===== config.mk =====
export PLATFORM = sky130hd
export DESIGN_NAME = aux_digital_io_strobe
export DESIGN_NICKNAME = d
export VERILOG_FILES = /design/src/design/aux_dio_pkg.sv /design/src/design/aux_digital_io_strobe.sv
export SDC_FILE = /design/constraint.sdc
export NUM_CORES = 1
export LEC_CHECK = 0
export BUFFER_PORTS_ARGS = -buffer_cell sky130_fd_sc_hd__buf_2
export CORE_MARGIN = 4
export CORE_UTILIZATION = 35
export DETAILED_ROUTE_END_ITERATION = 10
export RECOVER_POWER = 25
export SYNTH_ARGS = -nofsm -noshare
export SYNTH_HDL_FRONTEND = slang
export SYNTH_SLANG_ARGS = --single-unit

===== constraint.sdc =====
create_clock -name i_clk_sys -period 5 [get_ports i_clk_sys]
set_input_delay 0.75 -clock i_clk_sys [delete_from_list [all_inputs] [get_ports i_clk_sys]]
set_output_delay 0.75 -clock i_clk_sys [all_outputs]
set_load 0.02 [all_outputs]

===== src/design/aux_dio_pkg.sv =====
// Constants and register map for the auxiliary digital I/O block
package aux_dio_pkg;
  localparam int unsigned CLK_MHZ = 125;
  localparam int unsigned STB_SHORT_US = 190;
  localparam int unsigned STB_LONG_US = 2000;
  localparam logic [23:0] STB_SHORT_CYC = 24'(STB_SHORT_US * CLK_MHZ);
  localparam logic [23:0] STB_LONG_CYC = 24'(STB_LONG_US * CLK_MHZ);
  localparam logic [16:0] SYNC_MIN_US = 17'h00003;
  localparam logic [16:0] SYNC_MAX_US = 17'h186A0;
  localparam logic [6:0] US_CYC = 7'(CLK_MHZ);
  // Register byte addresses
  localparam logic [7:0] ADDR_STROBE_CTRL = 8'h00;
  localparam logic [7:0] ADDR_SYNC_CTRL = 8'h04;
  localparam logic [7:0] ADDR_SYNC_WIDTH = 8'h08;
  localparam logic [7:0] ADDR_IN_FILTER = 8'h0C;
  localparam logic [7:0] ADDR_IN_STATUS = 8'h10;
  localparam logic [7:0] ADDR_OUT_CTRL = 8'h14;
  localparam logic [7:0] ADDR_OUT_STATE = 8'h18;
  // Field positions
  localparam int STB_EN_TRAN = 0;
  localparam int STB_EN_RELAY = 1;
  localparam int STB_EN_PARAM = 2;
  localparam int SYNC_EN = 0;
  localparam int SYNC_POL = 1;
  localparam int SYNC_AUTO = 2;
  // Output control: per output 8 bits, [3:0] source, [4] invert, [5] gp value
  localparam int OUT_FIELD_W = 8;
  localparam int OUT_INV = 4;
  localparam int OUT_GPV = 5;
  typedef enum logic [3:0] {
    SRC_GP, SRC_OUT_EN, SRC_PHASE_TIE, SRC_FAULT, SRC_TRANSIENT,
    SRC_PROGRAM, SRC_REMOTE, SRC_COUPLING, SRC_TIE_RELAY, SRC_XFMR_RELAY
  } out_src_t;
  localparam logic [31:0] OUT_CTRL_RST = 32'h09080000;
  localparam logic [16:0] SYNC_WIDTH_RST = 17'h00064;
  localparam logic [7:0] FILTER_RST = 8'h10;
endpackage


===== src/design/aux_digital_io_strobe.sv =====
// Strobe, phase sync, user inputs and user outputs with APB registers
`timescale 1ns/100ps
module aux_digital_io_strobe (
  input wire logic i_clk_sys,
  input wire logic i_rst,
  input wire logic i_psel,
  input wire logic i_penable,
  input wire logic i_pwrite,
  input wire logic [7:0] i_paddr,
  input wire logic [31:0] i_pwdata,
  output logic o_pready,
  output logic [31:0] o_prdata,
  output logic o_pslverr,
  input wire logic i_transient_start,
  input wire logic i_relay_change,
  input wire logic i_param_change,
  input wire logic i_phase_a_zero,
  input wire logic [2:0] i_user_input,
  input wire logic i_output_enabled,
  input wire logic i_phase_tie_config,
  input wire logic i_fault,
  input wire logic i_transient_active,
  input wire logic i_program_running,
  input wire logic i_remote,
  input wire logic i_xfmr_coupling,
  input wire logic i_tie_relay_cmd,
  input wire logic i_xfmr_relay_cmd,
  output logic o_strobe,
  output logic o_phase_sync,
  output logic [2:0] o_input_rise,
  output logic [2:0] o_input_fall,
  output logic [3:0] o_user_output
);
  logic [2:0] stb_en_reg, stb_en_next;
  logic [2:0] sync_ctrl_reg, sync_ctrl_next;
  logic [16:0] sync_width_reg, sync_width_next;
  logic [7:0] filt_reg, filt_next;
  logic [31:0] out_ctrl_reg, out_ctrl_next;
  logic pready_reg, pready_next;
  logic [31:0] prdata_reg, prdata_next;
  logic pslverr_reg, pslverr_next;
  logic access;
  logic [31:0] rd_mux;
  logic [2:0] in_filt_state;
  logic [3:0] out_state;

  assign access = i_psel && i_penable;

  // Register file; one wait-free answer in the access phase
  always_comb
  begin
    stb_en_next = stb_en_reg;
    sync_ctrl_next = sync_ctrl_reg;
    sync_width_next = sync_width_reg;
    filt_next = filt_reg;
    out_ctrl_next = out_ctrl_reg;
    pready_next = i_psel && !i_penable;
    prdata_next = 32'h00000000;
    pslverr_next = 1'b0;
    if (i_psel && !i_penable)
      prdata_next = rd_mux;
    if (access && i_pwrite && pready_reg)
    begin
      case (i_paddr)
        aux_dio_pkg::ADDR_STROBE_CTRL: stb_en_next = i_pwdata[2:0];
        aux_dio_pkg::ADDR_SYNC_CTRL: sync_ctrl_next = i_pwdata[2:0];
        aux_dio_pkg::ADDR_SYNC_WIDTH:
        begin
          // Out-of-range widths clamp to the legal span
          if (i_pwdata[31:17] == 15'h0000 &&
              i_pwdata[16:0] < aux_dio_pkg::SYNC_MIN_US)
            sync_width_next = aux_dio_pkg::SYNC_MIN_US;
          else if (i_pwdata[31:17] != 15'h0000 ||
                   i_pwdata[16:0] > aux_dio_pkg::SYNC_MAX_US)
            sync_width_next = aux_dio_pkg::SYNC_MAX_US;
          else
            sync_width_next = i_pwdata[16:0];
        end
        aux_dio_pkg::ADDR_IN_FILTER: filt_next = i_pwdata[7:0];
        aux_dio_pkg::ADDR_OUT_CTRL: out_ctrl_next = i_pwdata;
        default: pslverr_next = 1'b0;
      endcase
    end
  end

  always_ff @(posedge i_clk_sys)
  begin
    if (i_rst)
    begin
      stb_en_reg <= 3'h0;
      sync_ctrl_reg <= 3'h0;
      sync_width_reg <= aux_dio_pkg::SYNC_WIDTH_RST;
      filt_reg <= aux_dio_pkg::FILTER_RST;
      out_ctrl_reg <= aux_dio_pkg::OUT_CTRL_RST;
      pready_reg <= 1'b0;
      pslverr_reg <= 1'b0;
      prdata_reg <= 32'h00000000;
    end
    else
    begin
      stb_en_reg <= stb_en_next;
      sync_ctrl_reg <= sync_ctrl_next;
      sync_width_reg <= sync_width_next;
      filt_reg <= filt_next;
      out_ctrl_reg <= out_ctrl_next;
      pready_reg <= pready_next;
      pslverr_reg <= pslverr_next;
      prdata_reg <= prdata_next;
    end
  end

  // Read mux registered during setup so data is ready with pready
  always_comb
  begin
    case (i_paddr)
      aux_dio_pkg::ADDR_STROBE_CTRL: rd_mux = {29'h0, stb_en_reg};
      aux_dio_pkg::ADDR_SYNC_CTRL: rd_mux = {29'h0, sync_ctrl_reg};
      aux_dio_pkg::ADDR_SYNC_WIDTH: rd_mux = {15'h0, sync_width_reg};
      aux_dio_pkg::ADDR_IN_FILTER: rd_mux = {24'h0, filt_reg};
      aux_dio_pkg::ADDR_IN_STATUS: rd_mux = {29'h0, in_filt_state};
      aux_dio_pkg::ADDR_OUT_CTRL: rd_mux = out_ctrl_reg;
      aux_dio_pkg::ADDR_OUT_STATE: rd_mux = {28'h0, out_state};
      default: rd_mux = 32'h00000000;
    endcase
  end
  assign o_pready = pready_reg;
  assign o_prdata = prdata_reg;
  assign o_pslverr = pslverr_reg;

  // Synchronise all event pins, two stages each
  localparam int NSYNC = 7;
  logic [NSYNC-1:0] pin_raw, meta_reg, sync_reg, prev_reg;
  assign pin_raw = {i_user_input, i_phase_a_zero, i_param_change,
                    i_relay_change, i_transient_start};
  always_ff @(posedge i_clk_sys)
  begin
    if (i_rst)
    begin
      meta_reg <= '0;
      sync_reg <= '0;
      prev_reg <= '0;
    end
    else
    begin
      meta_reg <= pin_raw;
      sync_reg <= meta_reg;
      prev_reg <= sync_reg;
    end
  end
  logic ev_tran, ev_relay, ev_param, ev_zero;
  assign ev_tran = sync_reg[0] && !prev_reg[0];
  assign ev_relay = sync_reg[1] && !prev_reg[1];
  assign ev_param = sync_reg[2] && !prev_reg[2];
  assign ev_zero = sync_reg[3] && !prev_reg[3];

  // Strobe timer; a new trigger restarts it
  logic [23:0] stb_cnt_reg, stb_cnt_next;
  logic strobe_reg, strobe_next;
  always_comb
  begin
    stb_cnt_next = stb_cnt_reg;
    if (ev_relay && stb_en_reg[aux_dio_pkg::STB_EN_RELAY] ||
        ev_param && stb_en_reg[aux_dio_pkg::STB_EN_PARAM])
      stb_cnt_next = aux_dio_pkg::STB_LONG_CYC;
    else if (ev_tran && stb_en_reg[aux_dio_pkg::STB_EN_TRAN])
      stb_cnt_next = aux_dio_pkg::STB_SHORT_CYC;
    else if (stb_cnt_reg != 24'h000000)
      stb_cnt_next = stb_cnt_reg - 24'h000001;
    strobe_next = stb_cnt_next != 24'h000000;
  end
  always_ff @(posedge i_clk_sys)
  begin
    if (i_rst)
    begin
      stb_cnt_reg <= 24'h000000;
      strobe_reg <= 1'b0;
    end
    else
    begin
      stb_cnt_reg <= stb_cnt_next;
      strobe_reg <= strobe_next;
    end
  end
  assign o_strobe = strobe_reg;

  // Phase sync: microsecond prescaler plus width counter
  logic [6:0] us_cnt_reg, us_cnt_next;
  logic [16:0] sw_cnt_reg, sw_cnt_next;
  logic sq_reg, sq_next;
  logic sync_out_reg, sync_out_next;
  always_comb
  begin
    us_cnt_next = us_cnt_reg;
    sw_cnt_next = sw_cnt_reg;
    sq_next = sq_reg;
    if (ev_zero)
    begin
      us_cnt_next = 7'h00;
      sw_cnt_next = sync_width_reg;
      sq_next = ~sq_reg;
    end
    else if (sw_cnt_reg != 17'h00000)
    begin
      if (us_cnt_reg == aux_dio_pkg::US_CYC - 7'h01)
      begin
        us_cnt_next = 7'h00;
        sw_cnt_next = sw_cnt_reg - 17'h00001;
      end
      else
        us_cnt_next = us_cnt_reg + 7'h01;
    end
    // Auto mode toggles every zero crossing: one period per two crossings
    if (!sync_ctrl_reg[aux_dio_pkg::SYNC_EN])
      sync_out_next = sync_ctrl_reg[aux_dio_pkg::SYNC_POL];
    else if (sync_ctrl_reg[aux_dio_pkg::SYNC_AUTO])
      sync_out_next = sq_next ^ sync_ctrl_reg[aux_dio_pkg::SYNC_POL];
    else
      sync_out_next = (sw_cnt_next != 17'h00000) ^
                      sync_ctrl_reg[aux_dio_pkg::SYNC_POL];
  end
  always_ff @(posedge i_clk_sys)
  begin
    if (i_rst)
    begin
      us_cnt_reg <= 7'h00;
      sw_cnt_reg <= 17'h00000;
      sq_reg <= 1'b0;
      sync_out_reg <= 1'b0;
    end
    else
    begin
      us_cnt_reg <= us_cnt_next;
      sw_cnt_reg <= sw_cnt_next;
      sq_reg <= sq_next;
      sync_out_reg <= sync_out_next;
    end
  end
  assign o_phase_sync = sync_out_reg;

  // User inputs: filter needs a stable level for filt_reg+1 cycles
  logic [2:0] rise_reg, fall_reg;
  genvar gi;
  generate
    for (gi = 0; gi < 3; gi++)
    begin : g_in
      logic [7:0] fc_reg, fc_next;
      logic st_reg, st_next;
      logic rise_next, fall_next;
      always_comb
      begin
        fc_next = 8'h00;
        st_next = st_reg;
        if (sync_reg[4+gi] != st_reg)
        begin
          fc_next = fc_reg + 8'h01;
          if (fc_reg >= filt_reg)
          begin
            fc_next = 8'h00;
            st_next = sync_reg[4+gi];
          end
        end
        rise_next = st_next && !st_reg;
        fall_next = !st_next && st_reg;
      end
      always_ff @(posedge i_clk_sys)
      begin
        if (i_rst)
        begin
          fc_reg <= 8'h00;
          st_reg <= 1'b0;
          rise_reg[gi] <= 1'b0;
          fall_reg[gi] <= 1'b0;
        end
        else
        begin
          fc_reg <= fc_next;
          st_reg <= st_next;
          rise_reg[gi] <= rise_next;
          fall_reg[gi] <= fall_next;
        end
      end
      assign in_filt_state[gi] = st_reg;
    end
  endgenerate
  assign o_input_rise = rise_reg;
  assign o_input_fall = fall_reg;

  // User outputs: source select then invert
  logic [3:0] uo_reg;
  genvar go;
  generate
    for (go = 0; go < 4; go++)
    begin : g_out
      logic [7:0] f;
      logic src_val, uo_next;
      assign f = out_ctrl_reg[go*8 +: 8];
      always_comb
      begin
        case (f[3:0])
          aux_dio_pkg::SRC_GP: src_val = f[aux_dio_pkg::OUT_GPV];
          aux_dio_pkg::SRC_OUT_EN: src_val = i_output_enabled;
          aux_dio_pkg::SRC_PHASE_TIE: src_val = i_phase_tie_config;
          aux_dio_pkg::SRC_FAULT: src_val = i_fault;
          aux_dio_pkg::SRC_TRANSIENT: src_val = i_transient_active;
          aux_dio_pkg::SRC_PROGRAM: src_val = i_program_running;
          aux_dio_pkg::SRC_REMOTE: src_val = i_remote;
          aux_dio_pkg::SRC_COUPLING: src_val = i_xfmr_coupling;
          aux_dio_pkg::SRC_TIE_RELAY: src_val = i_tie_relay_cmd;
          aux_dio_pkg::SRC_XFMR_RELAY: src_val = i_xfmr_relay_cmd;
          default: src_val = 1'b0;
        endcase
        uo_next = src_val ^ f[aux_dio_pkg::OUT_INV];
      end
      always_ff @(posedge i_clk_sys)
      begin
        if (i_rst)
          uo_reg[go] <= 1'b0;
        else
          uo_reg[go] <= uo_next;
      end
    end
  endgenerate
  assign o_user_output = uo_reg;
  assign out_state = uo_reg;
endmodule


==> flow_metrics.env, run 1 <==
export IMPL_final_area_um2=10830
export IMPL_final_nets=1233
export IMPL_preCtsSetupSlack_ns=1.362
export IMPL_crit_path_start_kind="register"
export IMPL_grt_overflow_total=0
export IMPL_synthCells=1051
export IMPL_synth_top_family_by_area="simple AND/OR/NAND/NOR gates"
export IMPL_vias_per_cell=5.232
export IMPL_synthAdderAreaFrac=0.04453
export IMPL_required_ns=5.39
export IMPL_insertedDiodeCount=0
export IMPL_die_area_um2=29160
export IMPL_synthesis_nets=1145
export IMPL_netlist_area_leader_share=0.4361
export IMPL_violations="max-capacitance violations, max-slew violations"
export IMPL_portBuffers=105
export IMPL_critPathKind="reg2reg"
export IMPL_cts_sinks=202
export IMPL_setup_viol=0
export IMPL_hold_worst_slack_ns=0.4343
export IMPL_grt_start_max_net_pins=68
export IMPL_synth_xor_area_share=0.05762
export IMPL_initial_core_util=0.3558
export IMPL_final_cell_mix="dfxtp_1 (202), nor2_1 (131), nand2_1 (116), buf_2 (67), a21oi_1 (64)"
export IMPL_vias=7801
export IMPL_reg2reg_from="sw_cnt_reg[0]"
export IMPL_r2r_cells=10
export IMPL_slew_headroom=-0.1676
export IMPL_vdd_drop_max_uv=354.0
export IMPL_synthSimpleGateAreaFrac=0.2595
export IMPL_grt_pass1_wl_um=38620
export IMPL_rsz0062_at_grt="false"
export IMPL_reg2reg_slack_ns=1.33
export IMPL_postLayoutSetupSlackWorst_ns=1.330
export IMPL_yosysWarnings=0
export IMPL_dp_hpwl_um=17590
export IMPL_clock_skew_ns=0.02374
export IMPL_cpPeakStageDelay_ns=0.56
export IMPL_hold_start="meta_reg[5]"
export IMPL_cts_root_buf="clkbuf_16"
export IMPL_numCtsBuffers=24
export IMPL_drt_initial_drc_count=525
export IMPL_gp_congestion=0.8314
export IMPL_slowest_stage="nand4_2"
export IMPL_holdBufCountCts=0
export IMPL_ant_nets=0
export IMPL_period_share=0.7339
export IMPL_crit_chain="inv_1 > ha_1 > nor4b_2 > nand4_2 > and4_1 > o31ai_1 > nand2_1 > or4_1 > o311a_1 > mux2_4"
export IMPL_synth_seq_cells=202
export IMPL_maxCapViolCount=2
export IMPL_timing_fmax_mhz=272.5
export IMPL_hold_violations=0
export IMPL_finalNonFillerCells=1491
export IMPL_tightest_slew_ns=1.751
export IMPL_clk_path_buf_depth=3
export IMPL_die_w_um=170.8
export IMPL_whs_path_depth=1
export IMPL_synth_seq_area_share=0.4361
export IMPL_htreeDepth=1
export IMPL_status="complete, but fails checks"
export IMPL_drv_slew=72
export IMPL_mostFrequentLayoutCell="dfxtp_1"
export IMPL_die_h_um=170.8
export IMPL_syn_avg_cell_area_um2=8.823
export IMPL_syn_area_um2=9273
export IMPL_antenna_found_initial=0
export IMPL_final_util=0.4156
export IMPL_setup_tns_ns=0
export IMPL_synth_edff_count=0
export IMPL_dpl_cell_count=1448
export IMPL_wire_per_inst_um=16.36
export IMPL_placementRows=59
export IMPL_placed_cell_area_um2=10080
export IMPL_p_leak_nw=4.198
export IMPL_cts_resized=0
export IMPL_async_reset_ff_frac=0
export IMPL_core_um2=26060
export IMPL_worstHoldPathType="reg2reg"
export IMPL_cts_tree="built"
export IMPL_min_to="sync_reg[5]"
export IMPL_layout_min_cycle_time_ns=3.670
export IMPL_first_global_vias=7332
export IMPL_synth_area_mux_share=0.05181
export IMPL_p_total_mw=4.669
export IMPL_drc=0
export IMPL_clkTransAtPathRegs_ns=0.06
export IMPL_clk_latency_ns=0.52
export IMPL_post_cts_buffers=0
export IMPL_worst_ep_arrival_time_ns=4.06
export IMPL_synth_top_area_cell="dfxtp_1"
export IMPL_p_per_area_nw_per_um2=431.2
export IMPL_synthTopCellsByArea="dfxtp_1 (44%), nor2_1 (5.3%), nand2_1 (4.7%), ha_1 (4.5%), a21oi_1 (3.5%)"
export IMPL_end_kind="register"
export IMPL_final_layout_size_suffix_gt1_frac=0.1280
export IMPL_ys_flop_type="dfxtp_1"
export IMPL_grt_usage=0.1609
export IMPL_ioPinCount=107
export IMPL_worstReg2RegEnd="o_phase_sync"
export IMPL_wl_um=24390
export IMPL_syn_to_final_growth_pct=16.79
export IMPL_path_max_fanout=24
export IMPL_synth_compound_area_frac=0.1200
export IMPL_first_pass_iters=5
export IMPL_post_synth_num_cell_types=75
cell families after synthesis:
| group | Yosys count |
|---|---|
| AO/OA/AOI/OAI | 171 |
| XOR/XNOR | 61 |
| adder cells (fa/ha/maj) | 33 |
| buffers and inverters | 72 |
| flip-flops | 202 |
| multiplexers | 37 |
| other | 1 |
| AND/OR/NAND/NOR | 474 |
where the power goes:
| part | internal, mW | switching, mW | total (mW) |
|---|---|---|---|
| registers | 1.72 | 0.118 | 1.84 |
| logic | 0.449 | 0.597 | 1.05 |
| clock network | 1.08 | 0.704 | 1.79 |
| total | 3.25 | 1.42 | 4.67 |
synthesized netlist by cell type (5+ instances only):
library cell / number
dfxtp_1: 202
nor2_1: 131
nand2_1: 116
a21oi_1: 64
clkbuf_1: 44
nand3_1: 39
ha_1: 33
nor3_1: 33
xor2_1: 33
and3_1: 29
xnor2_1: 28
a22oi_1: 27
nor2b_1: 27
mux2i_1: 24
inv_1: 22
o21ai_0: 16
nor4_1: 14
a21o_1: 13
nand2b_1: 13
nand3b_1: 13
a211oi_1: 10
or4_1: 9
mux4_2: 8
nand4_1: 7
or3_1: 5
critical path, delay by kind of cell, from the launching register on:
| family | cells | cell delay [ns] |
|---|---|---|
| mux | 1 | 0.30 |
| buf+inv | 1 | 0.12 |
| compound gates | 2 | 0.70 |
| simple gates | 5 | 1.96 |
| flops | 1 | 0.31 |
| fa+ha+maj | 1 | 0.15 |
worst max path at each step:
| stage | endpoint | from | slack (ns) |
|---|---|---|---|
| after global placement | sync_width_reg[8] | i_paddr[0] | 1.42 |
| after CTS | o_phase_sync | sw_cnt_reg[0] | 1.38 |
| final | o_phase_sync | sw_cnt_reg[0] | 1.33 |
| after detailed placement | sync_width_reg[8] | i_paddr[0] | 1.36 |
| after global routing | o_phase_sync | sw_cnt_reg[0] | 1.03 |
| after floorplan | sync_width_reg[11] | i_paddr[0] | 2.06 |
layout make-up:
class | count | area, um2
inverter | 22 | 82.58
fill | 2621 | 15230
multi-input combinational | 777 | 4950
sequential | 202 | 4044
timing repair buffer | 112 | 520.5
tap | 335 | 419.2
clock buffer | 29 | 649.4
clock inverter | 14 | 163.9
per-layer routing:
layer / global-route usage / vias up / part of all wire
li1: - / 3875 / -
met1: 0.2376 / 3672 / 0.47
met2: 0.2450 / 217 / 0.44
met3: 0.02703 / 37 / 0.060
met4: 0.03924 / 0 / 0.023
met5: 0 / - / 0
Power figures use the tool's default switching activity.
==> run 2: changes to the inputs <==
--- a/config.mk
+++ b/config.mk
@@ -5,6 +5,7 @@
 export SDC_FILE = /design/constraint.sdc
 export NUM_CORES = 1
 export LEC_CHECK = 0
+export ABC_AREA = 1
 export BUFFER_PORTS_ARGS = -buffer_cell sky130_fd_sc_hd__buf_2
 export CORE_MARGIN = 4
 export CORE_UTILIZATION = 35
==> constraint.sdc (replaced) <==
create_clock -name i_clk_sys -period 3.1 [get_ports i_clk_sys]
set_input_delay 0.465 -clock i_clk_sys [delete_from_list [all_inputs] [get_ports i_clk_sys]]
set_output_delay 0.465 -clock i_clk_sys [all_outputs]
set_load 0.02 [all_outputs]
==> run 2 against run 1 <==
The flow now finishes without violations. Hold slack got worse by 0.27 ns. Clock skew shrank 0.0047 ns. Design area up 3.9%. Global-route usage up 0.11 points. Sequential share of layout area is 1.4 points lower. Critical path type is now in2reg. Total power increased by 56%. Highest routed layer unchanged. Sequential cell count unchanged. Utilization shrank 0.051 points. Critical endpoint is now prev_reg[3]. Sequential power is 55% higher. Wire length up 4.2%. Clock-buffer cell count up 4.
==> flow_metrics.env, run 2 <==
export IMPL_mostFrequentLayoutCell="nand2_1"
export IMPL_final_layout_size_suffix_gt1_frac=0.1024
export IMPL_synth_edff_count=0
export IMPL_path_max_fanout=56
export IMPL_drc=0
export IMPL_hold_violations=0
export IMPL_htreeDepth=1
export IMPL_cts_root_buf="clkbuf_16"
export IMPL_final_nets=1543
export IMPL_final_area_um2=11250
export IMPL_worst_ep_arrival_time_ns=2.78
export IMPL_end_kind="register"
export IMPL_first_pass_iters=5
export IMPL_drt_initial_drc_count=456
export IMPL_grt_start_max_net_pins=57
export IMPL_yosys_cell_count_top_type="nand2_1"
export IMPL_crit_end="prev_reg[3]"
export IMPL_crit_buf_inv=3
export IMPL_clock_skew_ns=0.01908
export IMPL_p_per_area_nw_per_um2=649.6
export IMPL_synthesis_nets=1447
export IMPL_cts_resized=0
export IMPL_slew_headroom=0.02605
export IMPL_drv_slew=0
export IMPL_syn_area_um2=9716
export IMPL_synthCells=1353
export IMPL_critPathKind="in2reg"
export IMPL_final_cell_mix="nand2_1 (234), dfxtp_1 (202), nor2_1 (193), inv_1 (168), a21oi_1 (108)"
export IMPL_hold_worst_slack_ns=0.1615
export IMPL_numCtsBuffers=23
export IMPL_placementRows=60
export IMPL_postLayoutSetupSlackWorst_ns=0.6419
export IMPL_grt_pass1_wl_um=41750
export IMPL_slowest_stage="clkbuf_1"
export IMPL_status="finished clean"
export IMPL_fillers=2875
export IMPL_period_share=0.7929
export IMPL_p_total_mw=7.307
export IMPL_ys_flop_type="dfxtp_1"
export IMPL_die_w_um=174.6
export IMPL_ant_nets=0
export IMPL_vias=8867
export IMPL_crit_chain="clkbuf_1 > clkbuf_2 > clkbuf_1 > nor2_1"
export IMPL_die_h_um=174.6
export IMPL_required_ns=3.42
export IMPL_timing_fmax_mhz=406.8
export IMPL_setup_viol=0
export IMPL_antenna_found_initial=0
export IMPL_syn_to_final_growth_pct=15.78
export IMPL_clk_latency_ns=0.51
export IMPL_tightest_slew_ns=1.461
export IMPL_pwr_share_clk=0.357
export IMPL_crit_start="i_rst"
export IMPL_yosys_top_cells_count="nand2_1 (233), dfxtp_1 (202), nor2_1 (193)"
export IMPL_setup_tns_ns=0
export IMPL_final_util=0.4151
export IMPL_synth_top_area_cell="dfxtp_1"
export IMPL_cp_top_family="buffers and inverters"
export IMPL_wl_um=25420
export IMPL_cp_common_cell="clkbuf_1"
export IMPL_netlist_area_leader_share=0.4162
export IMPL_grt_overflow_total=0
export IMPL_insertedDiodeCount=0
export IMPL_core_um2=27100
export IMPL_clkTransAtPathRegs_ns=0.06
export IMPL_die_area_um2=30490
export IMPL_reg2reg_from="sw_cnt_reg[0]"
export IMPL_crit_path_start_kind="input port"
export IMPL_rsz0062_at_grt="false"
export IMPL_placed_cell_area_um2=10590
export IMPL_async_reset_ff_frac=0
export IMPL_p_seq_frac=0.391
export IMPL_vdd_drop_max_uv=352.5
export IMPL_path_depth=4
export IMPL_syn_avg_cell_area_um2=7.181
export IMPL_vias_per_cell=4.827
export IMPL_maxCapViolCount=0
export IMPL_synth_seq_area_share=0.4162
export IMPL_post_cts_buffers=0
export IMPL_cpPeakStageDelay_ns=1.14
export IMPL_layout_min_cycle_time_ns=2.458
export IMPL_synthTopCellsByArea="dfxtp_1 (42%), nand2_1 (9.0%), nor2_1 (7.5%), inv_1 (6.5%), a21oi_1 (5.6%)"
export IMPL_holdBufCountCts=0
export IMPL_dpl_cell_count=1796
export IMPL_gp_congestion=0.9056
export IMPL_preCtsSetupSlack_ns=0.6058
export IMPL_yosysWarnings=0
export IMPL_p_leak_nw=4.796
export IMPL_first_global_vias=8368
export IMPL_wire_per_inst_um=13.84
export IMPL_worstReg2RegEnd="o_phase_sync"
export IMPL_p_sw_mw=2.345
export IMPL_grt_usage=0.1620
export IMPL_switching_share=0.3209
export IMPL_worstHoldPathType="in2reg"
export IMPL_r2r_cells=18
export IMPL_reg2reg_slack_ns=0.76
export IMPL_clk_path_buf_depth=3
export IMPL_dp_hpwl_um=19040
export IMPL_pwr_share_comb=0.252
export IMPL_cts_tree="built"
export IMPL_finalNonFillerCells=1837
export IMPL_post_synth_num_cell_types=45
export IMPL_portBuffers=105
export IMPL_internal_power_mw=4.962
export IMPL_initial_core_util=0.3585
export IMPL_cts_sinks=202
export IMPL_ioPinCount=107
export IMPL_synth_seq_cells=202
[run 2: worst min path at each step]
stage                                from     endpoint  slack (ns)  cells past startpoint
after floorplan               meta_reg[0]  sync_reg[0]        0.39                      2
after global placement        meta_reg[5]  sync_reg[5]        0.39                      2
after detailed placement      meta_reg[2]  sync_reg[2]        0.40                      2
after CTS                 i_user_input[1]  meta_reg[5]        0.14                      3
after global routing       i_param_change  meta_reg[2]        0.16                      3
final                     i_user_input[1]  meta_reg[5]        0.16                      3
[run 2: cells by family after synthesis]
| group | share of synthesized area |
|---|---|
| AO/OA/AOI/OAI | 0.1328 |
| XOR/XNOR | 0.03245 |
| AND/OR/NAND/NOR | 0.2899 |
| adder cells (fa/ha/maj) | 0.04250 |
| flip-flops | 0.4162 |
| other | 0.0003860 |
| buffers and inverters | 0.08577 |
[run 2: metal layers]
metal	track usage	routed length, um	vias up
met4	0.03764	448	0
met2	0.2745	11780	194
li1	-	-	4612
met1	0.2191	11950	4023
met3	0.02402	1238	38
met5	0	0	-
[run 2: layout make-up]
type                            instances  area [um2]  share of cell area
Multi-Input combinational cell        937        4836              0.4299
Sequential cell                       202        4044              0.3595
Clock buffer                           33       653.1             0.05806
Inverter                              170       638.1             0.05673
Timing Repair Buffer                  115       540.5             0.04805
Tap cell                              372       465.4             0.04138
Clock inverter                          8       71.32            0.006340
[run 2: worst reg2reg max path, stage by stage (launching register included)]
cell and delay, ns:
dfxtp_1 0.31, inv_1 0.15, ha_1 0.22, inv_1 0.05
nor2_1 0.11, nand2_2 0.08, nor2_4 0.11, nand2_4 0.18
inv_1 0.18, nor2_1 0.06, nand3_1 0.09, nand2_1 0.05
inv_1 0.08, nand2_1 0.05, nor2_1 0.17, nand3_2 0.13
nand3_2 0.07, nand2_1 0.04, nor2_1 0.14
[run 2: power groups by stage]
| stage | registers, mW | clock network [mW] | logic (mW) |
|---|---|---|---|
| 6_report | 2.86 | 2.61 | 1.84 |
| 5_1_grt | 2.88 | 2.80 | 2.12 |
| 4_1_cts | 2.86 | 2.68 | 1.85 |
| 3_5_place_dp | 2.91 | 0 | 1.84 |
| 3_3_place_gp | 2.91 | 0 | 1.84 |
| 2_1_floorplan | 2.89 | 0 | 1.47 |
==> run 3: changes to the inputs <==
==> constraint.sdc (replaced) <==
create_clock -name i_clk_sys -period 2.1 [get_ports i_clk_sys]
set_input_delay 0.315 -clock i_clk_sys [delete_from_list [all_inputs] [get_ports i_clk_sys]]
set_output_delay 0.315 -clock i_clk_sys [all_outputs]
set_load 0.02 [all_outputs]
==> run 3 against run 2 <==
Sequential share of layout area is 2.8 points lower. Non-clock buffer count grew 64. Final cell count grew 3.8%. Critical path type is now reg2reg. Critical endpoint is now o_phase_sync.
==> flow_metrics.env, run 3 (same netlist as run 2, synthesis figures left out) <==
export IMPL_status="finished clean"
export IMPL_multi_input_area_um2=5105
export IMPL_r2r_cells=16
export IMPL_timing_fmax_mhz=488.6
export IMPL_p_seq_frac=0.362
export IMPL_rsz0062_at_grt="true"
export IMPL_crit_end="o_phase_sync"
export IMPL_cts_tree="built"
export IMPL_setup_viol=0
export IMPL_antenna_found_initial=0
export IMPL_grt_overflow_total=0
export IMPL_clk_path_buf_depth=3
export IMPL_dpl_cell_count=1840
export IMPL_path_depth=16
export IMPL_fillers=2743
export IMPL_end_kind="register"
export IMPL_die_h_um=174.6
export IMPL_maxCapViolCount=0
export IMPL_pwr_share_clk=0.362
export IMPL_cpPeakStageDelay_ns=0.33
export IMPL_clk_latency_ns=0.52
export IMPL_cp_top_family="simple AND/OR/NAND/NOR gates"
export IMPL_final_util=0.4511
export IMPL_portBuffers=105
export IMPL_cts_root_buf="clkbuf_16"
export IMPL_crit_chain="inv_2 > ha_4 > nand2_2 > nor2_4 > nand2_8 > nor2_4 > nand4_1 > nand2_1 > nand2_1 > nand2_2 > nand2_2 > nor2_4 > nand3_2 > nand3_2 > nand2_1 > nor2_1"
export IMPL_reg2reg_from="us_cnt_reg[0]"
export IMPL_path_max_fanout=8
export IMPL_cts_sinks=202
export IMPL_drv_slew=0
export IMPL_clkTransAtPathRegs_ns=0.06
export IMPL_grt_pass1_wl_um=43210
export IMPL_final_cell_mix="nand2_1 (216), dfxtp_1 (194), nor2_1 (177), inv_1 (160), a21oi_1 (106)"
export IMPL_p_per_area_nw_per_um2=957.3
export IMPL_required_ns=2.53
export IMPL_slowest_stage="dfxtp_2"
export IMPL_internal_power_mw=7.986
export IMPL_initial_core_util=0.3585
export IMPL_worstReg2RegEnd="o_phase_sync"
export IMPL_final_nets=1611
export IMPL_hold_start="i_param_change"
export IMPL_critPathKind="reg2reg"
export IMPL_numCtsBuffers=25
export IMPL_die_area_um2=30490
export IMPL_wire_per_inst_um=14.04
export IMPL_period_share=0.9746
export IMPL_drc=0
export IMPL_first_global_vias=8747
export IMPL_ioPinCount=107
export IMPL_syn_to_final_growth_pct=25.83
export IMPL_hold_worst_slack_ns=0.01873
export IMPL_die_w_um=174.6
export IMPL_dp_hpwl_um=19420
export IMPL_crit_path_start_kind="register"
export IMPL_vias=9255
export IMPL_reg2reg_slack_ns=0.05
export IMPL_mostFrequentLayoutCell="nand2_1"
export IMPL_p_sw_mw=3.717
export IMPL_slew_headroom=0.5270
export IMPL_drt_initial_drc_count=617
export IMPL_core_um2=27100
export IMPL_insertedDiodeCount=0
export IMPL_tightest_slew_ns=0.7096
export IMPL_finalNonFillerCells=1907
export IMPL_clock_skew_ns=0.02791
export IMPL_worst_ep_arrival_time_ns=2.48
export IMPL_crit_buf_inv=1
export IMPL_ant_nets=0
export IMPL_hold_violations=0
export IMPL_grt_start_max_net_pins=47
export IMPL_p_leak_nw=5.258
export IMPL_vdd_drop_max_uv=487.9
export IMPL_wl_um=26770
export IMPL_layout_min_cycle_time_ns=2.047
export IMPL_switching_share=0.3176
export IMPL_pwr_share_comb=0.276
export IMPL_final_layout_size_suffix_gt1_frac=0.1915
export IMPL_htreeDepth=1
export IMPL_first_pass_iters=7
export IMPL_vias_per_cell=4.853
export IMPL_grt_usage=0.1670
export IMPL_placementRows=60
export IMPL_regArea_um2=4054
export IMPL_worstHoldPathType="in2reg"
export IMPL_gp_congestion=0.8846
export IMPL_crit_start="us_cnt_reg[0]"
run 3: power groups by stage:
stage | clock network, mW | logic (mW) | registers [mW]
3_5_place_dp | 0 | 2.89 | 4.30
5_1_grt | 4.52 | 3.70 | 4.27
3_3_place_gp | 0 | 2.89 | 4.30
6_report | 4.23 | 3.23 | 4.24
4_1_cts | 4.35 | 2.94 | 4.22
2_1_floorplan | 0 | 2.17 | 4.26
run 3: layout make-up:
class,instances,area share
clock buffer,34,0.05803
clock inverter,11,0.009313
inverter,170,0.05291
multi-input combinational,939,0.4176
sequential,202,0.3316
tap,372,0.03807
timing repair buffer,179,0.09252
run 3: worst min path at each step:
| stage | endpoint | slack, ns | cells past startpoint |
|---|---|---|---|
| after global routing | meta_reg[0] | 0.0005 | 3 |
| final | meta_reg[2] | 0.02 | 3 |
| after CTS | meta_reg[2] | 0.00005 | 3 |
| after global placement | sync_reg[5] | 0.39 | 2 |
| after floorplan | sync_reg[0] | 0.39 | 2 |
| after detailed placement | sync_reg[6] | 0.40 | 2 |
run 3: layer usage:
| metal | up-vias | part of all wire | routed length (um) | GRT usage |
|---|---|---|---|---|
| met5 | - | 0 | 0 | 0 |
| met4 | 0 | 0.015 | 400 | 0.03502 |
| met3 | 32 | 0.050 | 1339 | 0.02704 |
| met2 | 205 | 0.47 | 12470 | 0.2841 |
| met1 | 4267 | 0.47 | 12550 | 0.2250 |
| li1 | 4751 | - | - | - |
run 3: tightest hold or removal path: stages:
cell and delay [ns]:
buf_2 0.08, inv_1 0.03, nor2_1 0.07
run 3: timing repair:
action                                 4_1_cts  5_1_grt
endpoints found under the hold margin        4        0
pin swaps                                    1       46
buffers inserted                             1       14
cloned                                       1        2
resized for setup                            2       83
setup endpoints to repair                    1        8
hold buffers                                 4        0
run 3: stage by stage:
step	power (mW)	setup WS [ns]	TNS, ns	instance area, um2
after floorplan	6.430	0.2056	0	9716
after global placement	7.192	0.02237	0	10980
after detailed placement	7.191	-0.01847	-0.01847	10980
after CTS	11.51	0.01602	0	11870
after global routing	12.49	-0.1013	-0.1346	12230
final	11.70	0.05335	0	12230
